--- src/io_space_cfg.svh ---
`ifndef IO_SPACE_CFG_SVH
`define IO_SPACE_CFG_SVH

`define IO_SHORT_LAST       6'h3F
`define IO_BIT_LAST         6'h1F
`define IO_DATA_OFFSET      8'h20
`define IO_DATA_FIRST       8'h20
`define IO_DATA_LAST        8'h5F
`define IO_EXT_FIRST        8'h60
`define SCRATCH_ZERO_IO     6'h1E
`define SCRATCH_ONE_IO      6'h2A
`define SCRATCH_TWO_IO      6'h2B
`define FLAG_REG_IO         6'h1C
`define EXT_REG_DATA        8'h60
`define BYTE_RESET          8'h00
`define FLAG_RESET          8'h00
`define EXT_RESET           8'h00

`endif

--- src/io_space_pkg.sv ---
`default_nettype none
package io_space_pkg;

    typedef enum logic [4:0] {
        OP_IN    = 5'h01,
        OP_OUT   = 5'h02,
        OP_LOAD  = 5'h04,
        OP_STORE = 5'h08,
        OP_BIT   = 5'h10
    } io_op_t;

    typedef enum logic [3:0] {
        BIT_SET       = 4'h1,
        BIT_CLEAR     = 4'h2,
        BIT_SKIP_SET  = 4'h4,
        BIT_SKIP_CLR  = 4'h8
    } bit_op_t;

    typedef struct packed {
        logic    valid;
        io_op_t  op;
        bit_op_t bit_op;
        logic [7:0] addr;
        logic [2:0] bit_sel;
        logic [7:0] wdata;
    } io_req_t;

    typedef struct packed {
        logic       valid;
        logic [7:0] rdata;
        logic       skip;
        logic       hit;
    } io_rsp_t;

endpackage : io_space_pkg
`default_nettype wire

--- src/io_addr_map.sv ---
`timescale 1ns/1ps
`default_nettype none
`include "io_space_cfg.svh"

module io_addr_map (
    input  wire logic                      short_form,
    input  wire logic [7:0]                addr,
    output logic      [7:0]                data_addr,
    output logic                           legal,
    output logic                           bit_ok
);
    // Short-form I/O addresses are folded into the data view so one decoder serves both.
    wire [7:0] shifted_addr = addr + `IO_DATA_OFFSET; // RULE_05

    assign data_addr = short_form ? shifted_addr : addr;
    assign legal     = short_form ? (addr[7:6] == 2'b00) : (addr >= `IO_DATA_FIRST); // RULE_04 RULE_06
    assign bit_ok    = short_form && (addr[7:5] == 3'b000); // RULE_02

endmodule : io_addr_map
`default_nettype wire

--- src/io_space_register_decode.sv ---
// How it works
// RULE_01: Load and store reach every I/O location, moving one byte between a working register and it.
// RULE_02: Locations 0x00 to 0x1F take single-bit set and clear from the core.
// RULE_03: In that low range the core may test one bit and skip on set or on clear.
// RULE_04: The short I/O read and write forms address only 0x00 to 0x3F, 64 locations.
// RULE_05: Through the data space an I/O register sits at its I/O address plus 0x20.
// RULE_06: The extended region 0x60 to 0xFF answers only to load and store.
// RULE_07: Registers beyond the short range are placed only in the extended region.
// RULE_08: Software should write zero to reserved bits.
// RULE_09: Software never writes reserved addresses.
// RULE_10: Some status flags clear on a written one and ignore a written zero.
// RULE_11: Single-bit set or clear touches only the addressed bit.
// RULE_12: Three 8-bit scratch registers hold whatever software stores.
// RULE_13: Each scratch register is fully read/write, resets to zero and reads back its last value.
`timescale 1ns/1ps
`default_nettype none
`include "io_space_cfg.svh"

module io_space_register_decode (
    input  wire logic                      sys_clk,
    input  wire logic                      sys_rst,
    input  wire io_space_pkg::io_req_t     req,
    input  wire logic [7:0]                flag_events,
    output io_space_pkg::io_rsp_t          rsp,
    output logic [7:0]                     flag_status,
    output logic [7:0]                     ext_ctrl
);

    logic [7:0]           scratch_reg_zero_ff;
    logic [7:0]           scratch_reg_one_ff;
    logic [7:0]           scratch_reg_two_ff;
    logic [7:0]           flag_ff;
    logic [7:0]           ext_ff;
    io_space_pkg::io_rsp_t rsp_ff;

    wire        short_form = (req.op == io_space_pkg::OP_IN) || (req.op == io_space_pkg::OP_OUT) ||
                             (req.op == io_space_pkg::OP_BIT);
    wire [7:0]  data_addr;
    wire        legal;
    wire        bit_ok;

    io_addr_map u_map (
        .short_form (short_form),
        .addr       (req.addr),
        .data_addr  (data_addr),
        .legal      (legal),
        .bit_ok     (bit_ok)
    );

    function automatic logic hit_io(input logic [7:0] a, input logic [5:0] io);
        hit_io = (a == ({2'b00, io} + `IO_DATA_OFFSET)); // RULE_05
    endfunction : hit_io

    wire do_write = req.valid && legal && ((req.op == io_space_pkg::OP_OUT) || (req.op == io_space_pkg::OP_STORE)); // RULE_01 RULE_04
    wire do_bit   = req.valid && bit_ok && (req.op == io_space_pkg::OP_BIT); // RULE_02
    wire do_read  = req.valid && legal && ((req.op == io_space_pkg::OP_IN) || (req.op == io_space_pkg::OP_LOAD));

    wire sel_s0   = hit_io(data_addr, `SCRATCH_ZERO_IO);
    wire sel_s1   = hit_io(data_addr, `SCRATCH_ONE_IO);
    wire sel_s2   = hit_io(data_addr, `SCRATCH_TWO_IO);
    wire sel_flag = hit_io(data_addr, `FLAG_REG_IO);
    // The extended register lives only above the short window, so the short forms can never reach it.
    wire sel_ext  = !short_form && (data_addr == `EXT_REG_DATA); // RULE_06 RULE_07
    wire hit      = sel_s0 || sel_s1 || sel_s2 || sel_flag || sel_ext;

    wire [7:0] bit_mask = 8'h01 << req.bit_sel;
    wire       is_set   = req.bit_op == io_space_pkg::BIT_SET;
    wire       is_clr   = req.bit_op == io_space_pkg::BIT_CLEAR;

    function automatic logic [7:0] bit_update(input logic [7:0] cur, input logic [7:0] m,
                                              input logic s, input logic c);
        bit_update = s ? (cur | m) : (c ? (cur & ~m) : cur); // RULE_11
    endfunction : bit_update

    wire [7:0] read_mux = sel_s0   ? scratch_reg_zero_ff :
                          sel_s1   ? scratch_reg_one_ff  :
                          sel_s2   ? scratch_reg_two_ff  :
                          sel_flag ? flag_ff             :
                          sel_ext  ? ext_ff              : `BYTE_RESET;

    // Of the scratch registers, bit ops reach only scratch register zero and rewrite only the chosen bit.
    wire [7:0] nxt_s0 = (do_write && sel_s0) ? req.wdata :
                        (do_bit && sel_s0) ? bit_update(scratch_reg_zero_ff, bit_mask, is_set, is_clr) :
                        scratch_reg_zero_ff; // RULE_12 RULE_13
    wire [7:0] nxt_s1 = (do_write && sel_s1) ? req.wdata : scratch_reg_one_ff; // RULE_12 RULE_13
    wire [7:0] nxt_s2 = (do_write && sel_s2) ? req.wdata : scratch_reg_two_ff; // RULE_12 RULE_13
    wire [7:0] nxt_ext = (do_write && sel_ext) ? req.wdata : ext_ff;

    // Write-one clears; a bit op clears only the one bit named by a set, never the others.
    // A new event in the same cycle wins over the clear.
    wire [7:0] flag_clr = (do_write && sel_flag) ? req.wdata :
                          (do_bit && sel_flag && is_set) ? bit_mask : `FLAG_RESET; // RULE_10 RULE_11
    wire [7:0] nxt_flag = (flag_ff & ~flag_clr) | flag_events; // RULE_10

    wire       tested   = |(read_mux & bit_mask);
    wire       skip_req = do_bit && ((req.bit_op == io_space_pkg::BIT_SKIP_SET && tested) ||
                                     (req.bit_op == io_space_pkg::BIT_SKIP_CLR && !tested)); // RULE_03

    io_space_pkg::io_rsp_t nxt_rsp;
    assign nxt_rsp.valid = req.valid;
    assign nxt_rsp.rdata = do_read ? read_mux : `BYTE_RESET; // RULE_01
    assign nxt_rsp.skip  = skip_req;
    // A bit op outside the low window is ignored, so it must not report a decoded register either.
    wire       bit_range_ok = (req.op != io_space_pkg::OP_BIT) || bit_ok; // RULE_02
    assign nxt_rsp.hit   = req.valid && legal && hit && bit_range_ok;

    always_ff @(posedge sys_clk) begin
        if (sys_rst) begin
            scratch_reg_zero_ff <= `BYTE_RESET;
            scratch_reg_one_ff  <= `BYTE_RESET;
            scratch_reg_two_ff  <= `BYTE_RESET;
            flag_ff             <= `FLAG_RESET;
            ext_ff              <= `EXT_RESET;
            rsp_ff              <= '0;
        end else begin
            scratch_reg_zero_ff <= nxt_s0;
            scratch_reg_one_ff  <= nxt_s1;
            scratch_reg_two_ff  <= nxt_s2;
            flag_ff             <= nxt_flag;
            ext_ff              <= nxt_ext;
            rsp_ff              <= nxt_rsp;
        end
    end

    assign rsp         = rsp_ff;
    assign flag_status = flag_ff;
    assign ext_ctrl    = ext_ff;

endmodule : io_space_register_decode
`default_nettype wire

--- config.mk ---
export PLATFORM = sky130hd
export DESIGN_NAME = io_space_register_decode
export DESIGN_NICKNAME = d
export VERILOG_FILES = /design/src/io_space_pkg.sv /design/src/io_addr_map.sv /design/src/io_space_register_decode.sv
export VERILOG_INCLUDE_DIRS = /design/src
export SDC_FILE = /design/constraint.sdc
export NUM_CORES = 1
export LEC_CHECK = 0
export BUFFER_PORTS_ARGS = -buffer_cell sky130_fd_sc_hd__buf_2
export CAP_MARGIN = 20
export CORE_MARGIN = 2
export CORE_UTILIZATION = 58
export DETAILED_ROUTE_END_ITERATION = 12
export GPL_ROUTABILITY_DRIVEN = 1
export PLACE_DENSITY = 0.85
export SLEW_MARGIN = 0
export SYNTH_ARGS = -nofsm -noshare
export SYNTH_HDL_FRONTEND = slang
export SYNTH_SLANG_ARGS = --single-unit
--- constraint.sdc ---
create_clock -name sys_clk -period 4.03 [get_ports sys_clk]
set_input_delay 0.2015 -clock sys_clk [delete_from_list [all_inputs] [get_ports sys_clk]]
set_output_delay 0.2015 -clock sys_clk [all_outputs]
set_load 0.1 [all_outputs]
* After elaboration in Yosys (flattened, before gate mapping) *
Cells that the tools add are included.

storage, ports and cells
  register bits = 51
  input bits = 39
  output and inout bits = 27
  word-level logic and storage cells = 87

operators by class
  $add $sub $neg = 1
  magnitude comparators = 1
  equal/unequal tests = 15
  shift-type cells = 1
  mux-type cells = 13
  bitwise gates (word level) = 8
  reduce and logical (&&, ||, !) cells = 39

operators by type and width
  kind                                                                   count
  8-bit 2-to-1 mux                                                       12
  8-bit AND                                                              3
  8-bit by 7-bit equality test with 1-bit output, second input constant  3
  1-bit logical AND                                                      20
  8-bit by 6-bit equality test with 1-bit output, second input constant  2
  8-bit inverter                                                         2
  8-bit OR                                                               2
  1-bit logical OR                                                       10
  8-bit by 6-bit adder with 8-bit output, second input constant          1
  8-bit by 6-bit >= comparator with 1-bit output, second input constant  1
  8-bit OR reduction                                                     1
  1-bit by 3-bit left shift with 8-bit output, first input constant      1
  5-bit by 1-bit equality test with 1-bit output, second input constant  1
  5-bit by 2-bit equality test with 1-bit output, second input constant  1
  5-bit by 3-bit equality test with 1-bit output, second input constant  1
  5-bit by 4-bit equality test with 1-bit output, second input constant  1
  5-bit equality test, second input constant                             1
  5-bit != test, second input constant                                   1
  4-bit by 1-bit equality test with 1-bit output, second input constant  1
  4-bit by 2-bit equality test with 1-bit output, second input constant  1
  4-bit by 3-bit equality test with 1-bit output, second input constant  1
  4-bit equality test, second input constant                             1
  3-bit zero test                                                        1
  3-bit nonzero test                                                     1
  other kinds (7)                                                        8

* Longest topological paths before layout *
  depth after elaboration = 17
  gate-level depth with buffers = 12
  gate-level depth less buffers = 11

* Hierarchy *
From an unflattened synthesis, not the netlist that was laid out.

second synthesis, totals
  cells, all modules = 343
  area, all modules = 2832.7 um2

by module, submodules not included
  module                    times used  cells each  area each (um2)  sequential area each (um2)
  io_space_register_decode  1           324         2705.1           1021.0
  io_addr_map               1           19          127.6            0.0

* Worst setup path before layout *
OpenSTA, ideal clock, no wires.

  path kind = input port to flip-flop
  start = input port req[16] (netlist name)
  end = register rsp_ff (netlist bit rsp[1])
  library setup time = 0.116 ns
  arrival = 2.242 ns
  data required time = 3.914 ns
  slack = 1.672 ns
  cell stages on the path = 12
  buffers on the path = 1
  cells stage by stage = inv_1 > ha_1 > nor4bb_1 > and3_1 > mux2_4 > buf_6 > a31oi_1 > o21ai_1 > a2111oi_2 > nand4_1 > mux2i_1 > and3_1

between the ends
  word-level cells in the longest chain between the ends = 15
  elaborated cells on any way between the ends = 24
  classes of those cells = 1 x add/sub; 5 x eq/ne; 6 x mux; 1 x bitwise; 11 x reduce/logical

ends and longest elaborated chain
  item                                                             RTL line                         text
  start, declared                                                  io_space_register_decode.sv:22   input wire io_space_pkg::io_req_t req,
  8-bit by 6-bit adder with 8-bit output (no source line)          --
  8-bit 2-to-1 mux                                                 io_addr_map.sv:15                assign data_addr = short_form ? shifted_addr : addr;
  8-bit by 7-bit equality test with 1-bit output (no source line)  --
  1-bit logical AND                                                io_space_register_decode.sv:63   wire sel_ext = !short_form && (data_addr == `EXT_REG_DATA);
  8-bit 2-to-1 mux (no source line) (5 in series)                  --
  8-bit AND                                                        io_space_register_decode.sv:95   wire tested = |(read_mux & bit_mask);
  8-bit OR reduction                                               io_space_register_decode.sv:95
  1-bit zero test                                                  io_space_register_decode.sv:97   (req.bit_op == io_space_pkg::BIT_SKIP_CLR && !tested));
  1-bit logical AND                                                io_space_register_decode.sv:97
  1-bit logical OR                                                 io_space_register_decode.sv:96   wire skip_req = do_bit && ((req.bit_op == io_space_pkg::BIT_SKIP_SET && tested) ||
  1-bit logical AND (*)                                            io_space_register_decode.sv:96
  end signal, assigned                                             io_space_register_decode.sv:121  rsp_ff <= nxt_rsp;
  end, declared                                                    io_space_register_decode.sv:34   io_space_pkg::io_rsp_t rsp_ff;

Mark *: on every way between the ends. The rest lies on a longest branch, timed or not.
A chain may end at the register's enable or synchronous reset.

* Final worst setup path *
Same ends and word-level chain as after synthesis.

==> summary.txt <==
Power
  • P_int: 0.000798 W
  • Pleak: 1.49 nW
  • Sequential cell fraction of total power: 47.3%
  • Combinational share of power: 13.8%
  • Switching Share: 26.9%
  • VDD IR max: 201 uV
  • Clk pwr share: 38.9%
  • P_sw: 0.000293 W
  • PD cells: 329 nW/um2

Global routing
  • Pin count of the biggest net entering global routing: 43
  • Total grt overflow: 0
  • GRT Overall Usage: 30.8%
  • Vias in the first global route: 2632
  • Antenna violations before repair: 0
  • Global-route wire length before repair: 12.7 mm

Clock tree
  • Clock Tree Root: clkbuf_8
  • TritonCTS clock tree: yes
  • TritonCTS Buffers: 5
  • Clock-pin slew on the worst setup and hold paths: 0.10 ns
  • Clock Sinks: 51
  • Post-CTS Setup Inserts: 0
  • Resized Gates After CTS: 0
  • H-Tree Level Count: 2
  • Latest clock arrival within the worst-skew pair: 0.31 ns
  • Clock Path Buffers: 2
  • Post-CTS Hold Fix Bufs: 0

Synthesis
  • Post-synth EDFFs: 0
  • Synth cell types: 56
  • Synth Flop Type: dfxtp_1
  • Fraction of registers with async set/reset: 0%
  • Mapped Area: 2830 um2
  • Syn Area/Cell: 8.41 um2
  • Sequential share of the synthesized area: 36.1%
  • Number of synthesized register bits: 51
  • Post-synthesis net count: 377
  • Cells after Synth: 336
  • Synth Warn #: 0

Outcome
  • Status: finished, final reports clean

Timing
  • Fmax: 349 MHz
  • Unrepaired setup endpoints after global routing: no
  • Slew Viols, Final: 0
  • Clock Skews: 0.00561 ns
  • Slew @ Worst Pin: 0.763 ns
  • Final Cycle Share: 71.1%
  • Setup TNS: 0 ns
  • Tmin final: 2.87 ns
  • Hold Vio Cnt, Final: 0
  • Setup violations, final: 0
  • Slew headroom: 49.1%

Min path
  • Worst hold path type: in2reg
  • Hold path cells: 3

Final layout
  • Number of diodes: 0
  • Area growth syn-to-layout: 17.2%
  • Final Util: 70.1%
  • Fill cells: 384
  • Final nets: 435
  • Share of cells above drive strength 1: 21.5%

Worst setup path
  • Reg2reg path depth: 9
  • Crit path capture type: flip-flop
  • Critical path startpoint category: primary input
  • Critical path's slowest cell: or4_1
  • Critical Path RT: 4.29 ns
  • Critical Path Fanout Max: 10
  • Worst path max stage delay: 0.55 ns
  • Worst path arrival time: 3.12 ns
  • Setup Crit Path Kind: in2reg
  • Worst path cell trace: buf_2, ha_1, xnor2_1, nand4_1, mux2i_1, buf_4, nor3_1, o21a_1, or4_1, nand4_1, mux2i_1, and3_1

Routing
  • Post-Route WL: 8.08 mm
  • Post-route antenna net violation count: 0
  • Wirelength per Cell: 17.5 um
  • Detailed Route Iter0 Violations: 217
  • Via-to-Cell Ratio: 6.20
  • Drt drc: 0
  • Drt pass-1 iters: 5
  • Via count: 2863

Place
  • Gpl congestion: 0.895
  • # port buffers: 65
  • Post-DP HPWL: 5.76 mm

Die
  • Die W: 73.8 um
  • Initial Util: 59.8%
  • Row cnt: 25
  • Core footprint: 4720 um2
  • Full die area: 5440 um2
  • Ports: 66
  • DIE HEIGHT: 73.8 um

Flow run
  • Max cap viols: 0
==> metrics by stage <==
stage                     hold WS, ns  worst slack (ns)  cell area [um2]  std cells  power [W]
after floorplan                 0.319              1.67             2830        336   0.000625
after global placement          0.404              1.15             3180        454   0.000674
after detailed placement        0.415              1.03             3180        454   0.000675
after CTS                      0.0930              1.26             3310        462    0.00109
after global routing           0.0968             0.946             3310        462    0.00112
final                          0.0879              1.16             3310        462    0.00109
==> cell usage after synthesis, types with 6 or more instances <==
| library cell | instances | share of area (%) |
|---|---|---|
| mux2i_1 | 41 | 15 |
| and3_1 | 7 | 1.5 |
| nand2b_1 | 8 | 1.8 |
| dfxtp_1 | 51 | 36 |
| nand3_1 | 9 | 1.6 |
| o21ai_0 | 10 | 1.8 |
| nand2_1 | 20 | 2.7 |
| clkbuf_1 | 11 | 1.5 |
| nor3_1 | 7 | 1.2 |
| nor2b_1 | 6 | 1.3 |
| a21oi_1 | 14 | 2.5 |
| nor2_1 | 64 | 8.5 |
| nand4_1 | 10 | 2.2 |
| a211oi_1 | 8 | 2.1 |
==> power by group through the flow <==
stage	registers (W)	clock network [W]	logic, W
global route	0.000516	0.000447	0.000160
detailed placement	0.000527	0	0.000148
CTS	0.000515	0.000425	0.000149
global placement	0.000527	0	0.000147
floorplan	0.000571	0	0.0000541
finish	0.000515	0.000425	0.000150
==> per-layer routing <==
metal | vias to the layer above | track usage, % | wire length, um | share of wire, %
li1 | 1334 | - | - | -
met1 | 1351 | 40.5 | 3410 | 42
met2 | 148 | 51.5 | 3870 | 48
met3 | 30 | 4.25 | 564 | 7.0
met4 | 0 | 10.9 | 232 | 2.9
met5 | - | 0 | 0 | 0
==> area by class of cell <==
class                           instances  area [um2]  share of cell area (%)
Clock buffer                            5        68.8                    2.08
Clock inverter                          3        67.6                    2.04
Inverter                                5        18.8                   0.567
Multi-Input combinational cell        263        1700                    51.5
Sequential cell                        51        1020                    30.8
Tap cell                               67        83.8                    2.53
Timing Repair Buffer                   68         348                    10.5
==> layout by cell type, fill, tap and decap left out, types with 3 or more instances in the layout <==
cell type,instances
o21ai_0,10
nand2b_1,8
nor3b_1,5
mux2i_1,41
nor2_1,64
nand3_1,9
nand4_1,10
nand2_1,20
a211oi_1,8
clkbuf_8,5
nor2b_1,6
a311oi_1,4
nor3_1,7
a21oi_1,14
and2_1,4
buf_4,3
inv_1,5
a22oi_1,3
xor2_1,3
buf_2,65
dfxtp_1,51
and3_1,7
==> final timing paths <==
path         slack [ns]                   endpoint                               start
min reg2reg        0.49          rsp[7]$_SDFF_PP0_                           flip-flop
max                1.16          rsp[1]$_SDFF_PP0_                             req[16]
max reg2reg        2.01          rsp[1]$_SDFF_PP0_  scratch_reg_two_ff[4]$_SDFFE_PP0P_
min                0.09  flag_status[6]$_SDFF_PP0_                      flag_events[6]
==> logic make-up (layout without fill, tap and decap cells) <==
logic type                 Yosys count  count (layout)  share of synthesized area [%]
and+or+nand+nor                    151             151                           26.4
AOI/OAI and AO/OA                   63              63                           16.4
DFF                                 51              51                           36.1
muxes                               42              42                           15.1
buffers and inverters               22              81                           3.54
xor gates and xnor gates             5               5                           1.55
adders and majority gates            2               2                          0.886
==> critical path, delay by kind of cell <==
family / cells / cell delay, ns
fa+ha+maj: 1 / 0.21
mux: 2 / 0.67
buf+inv: 2 / 0.40
compound gates: 1 / 0.19
xor+xnor: 1 / 0.39
simple gates: 5 / 1.06
Power figures use the tool's default switching activity.
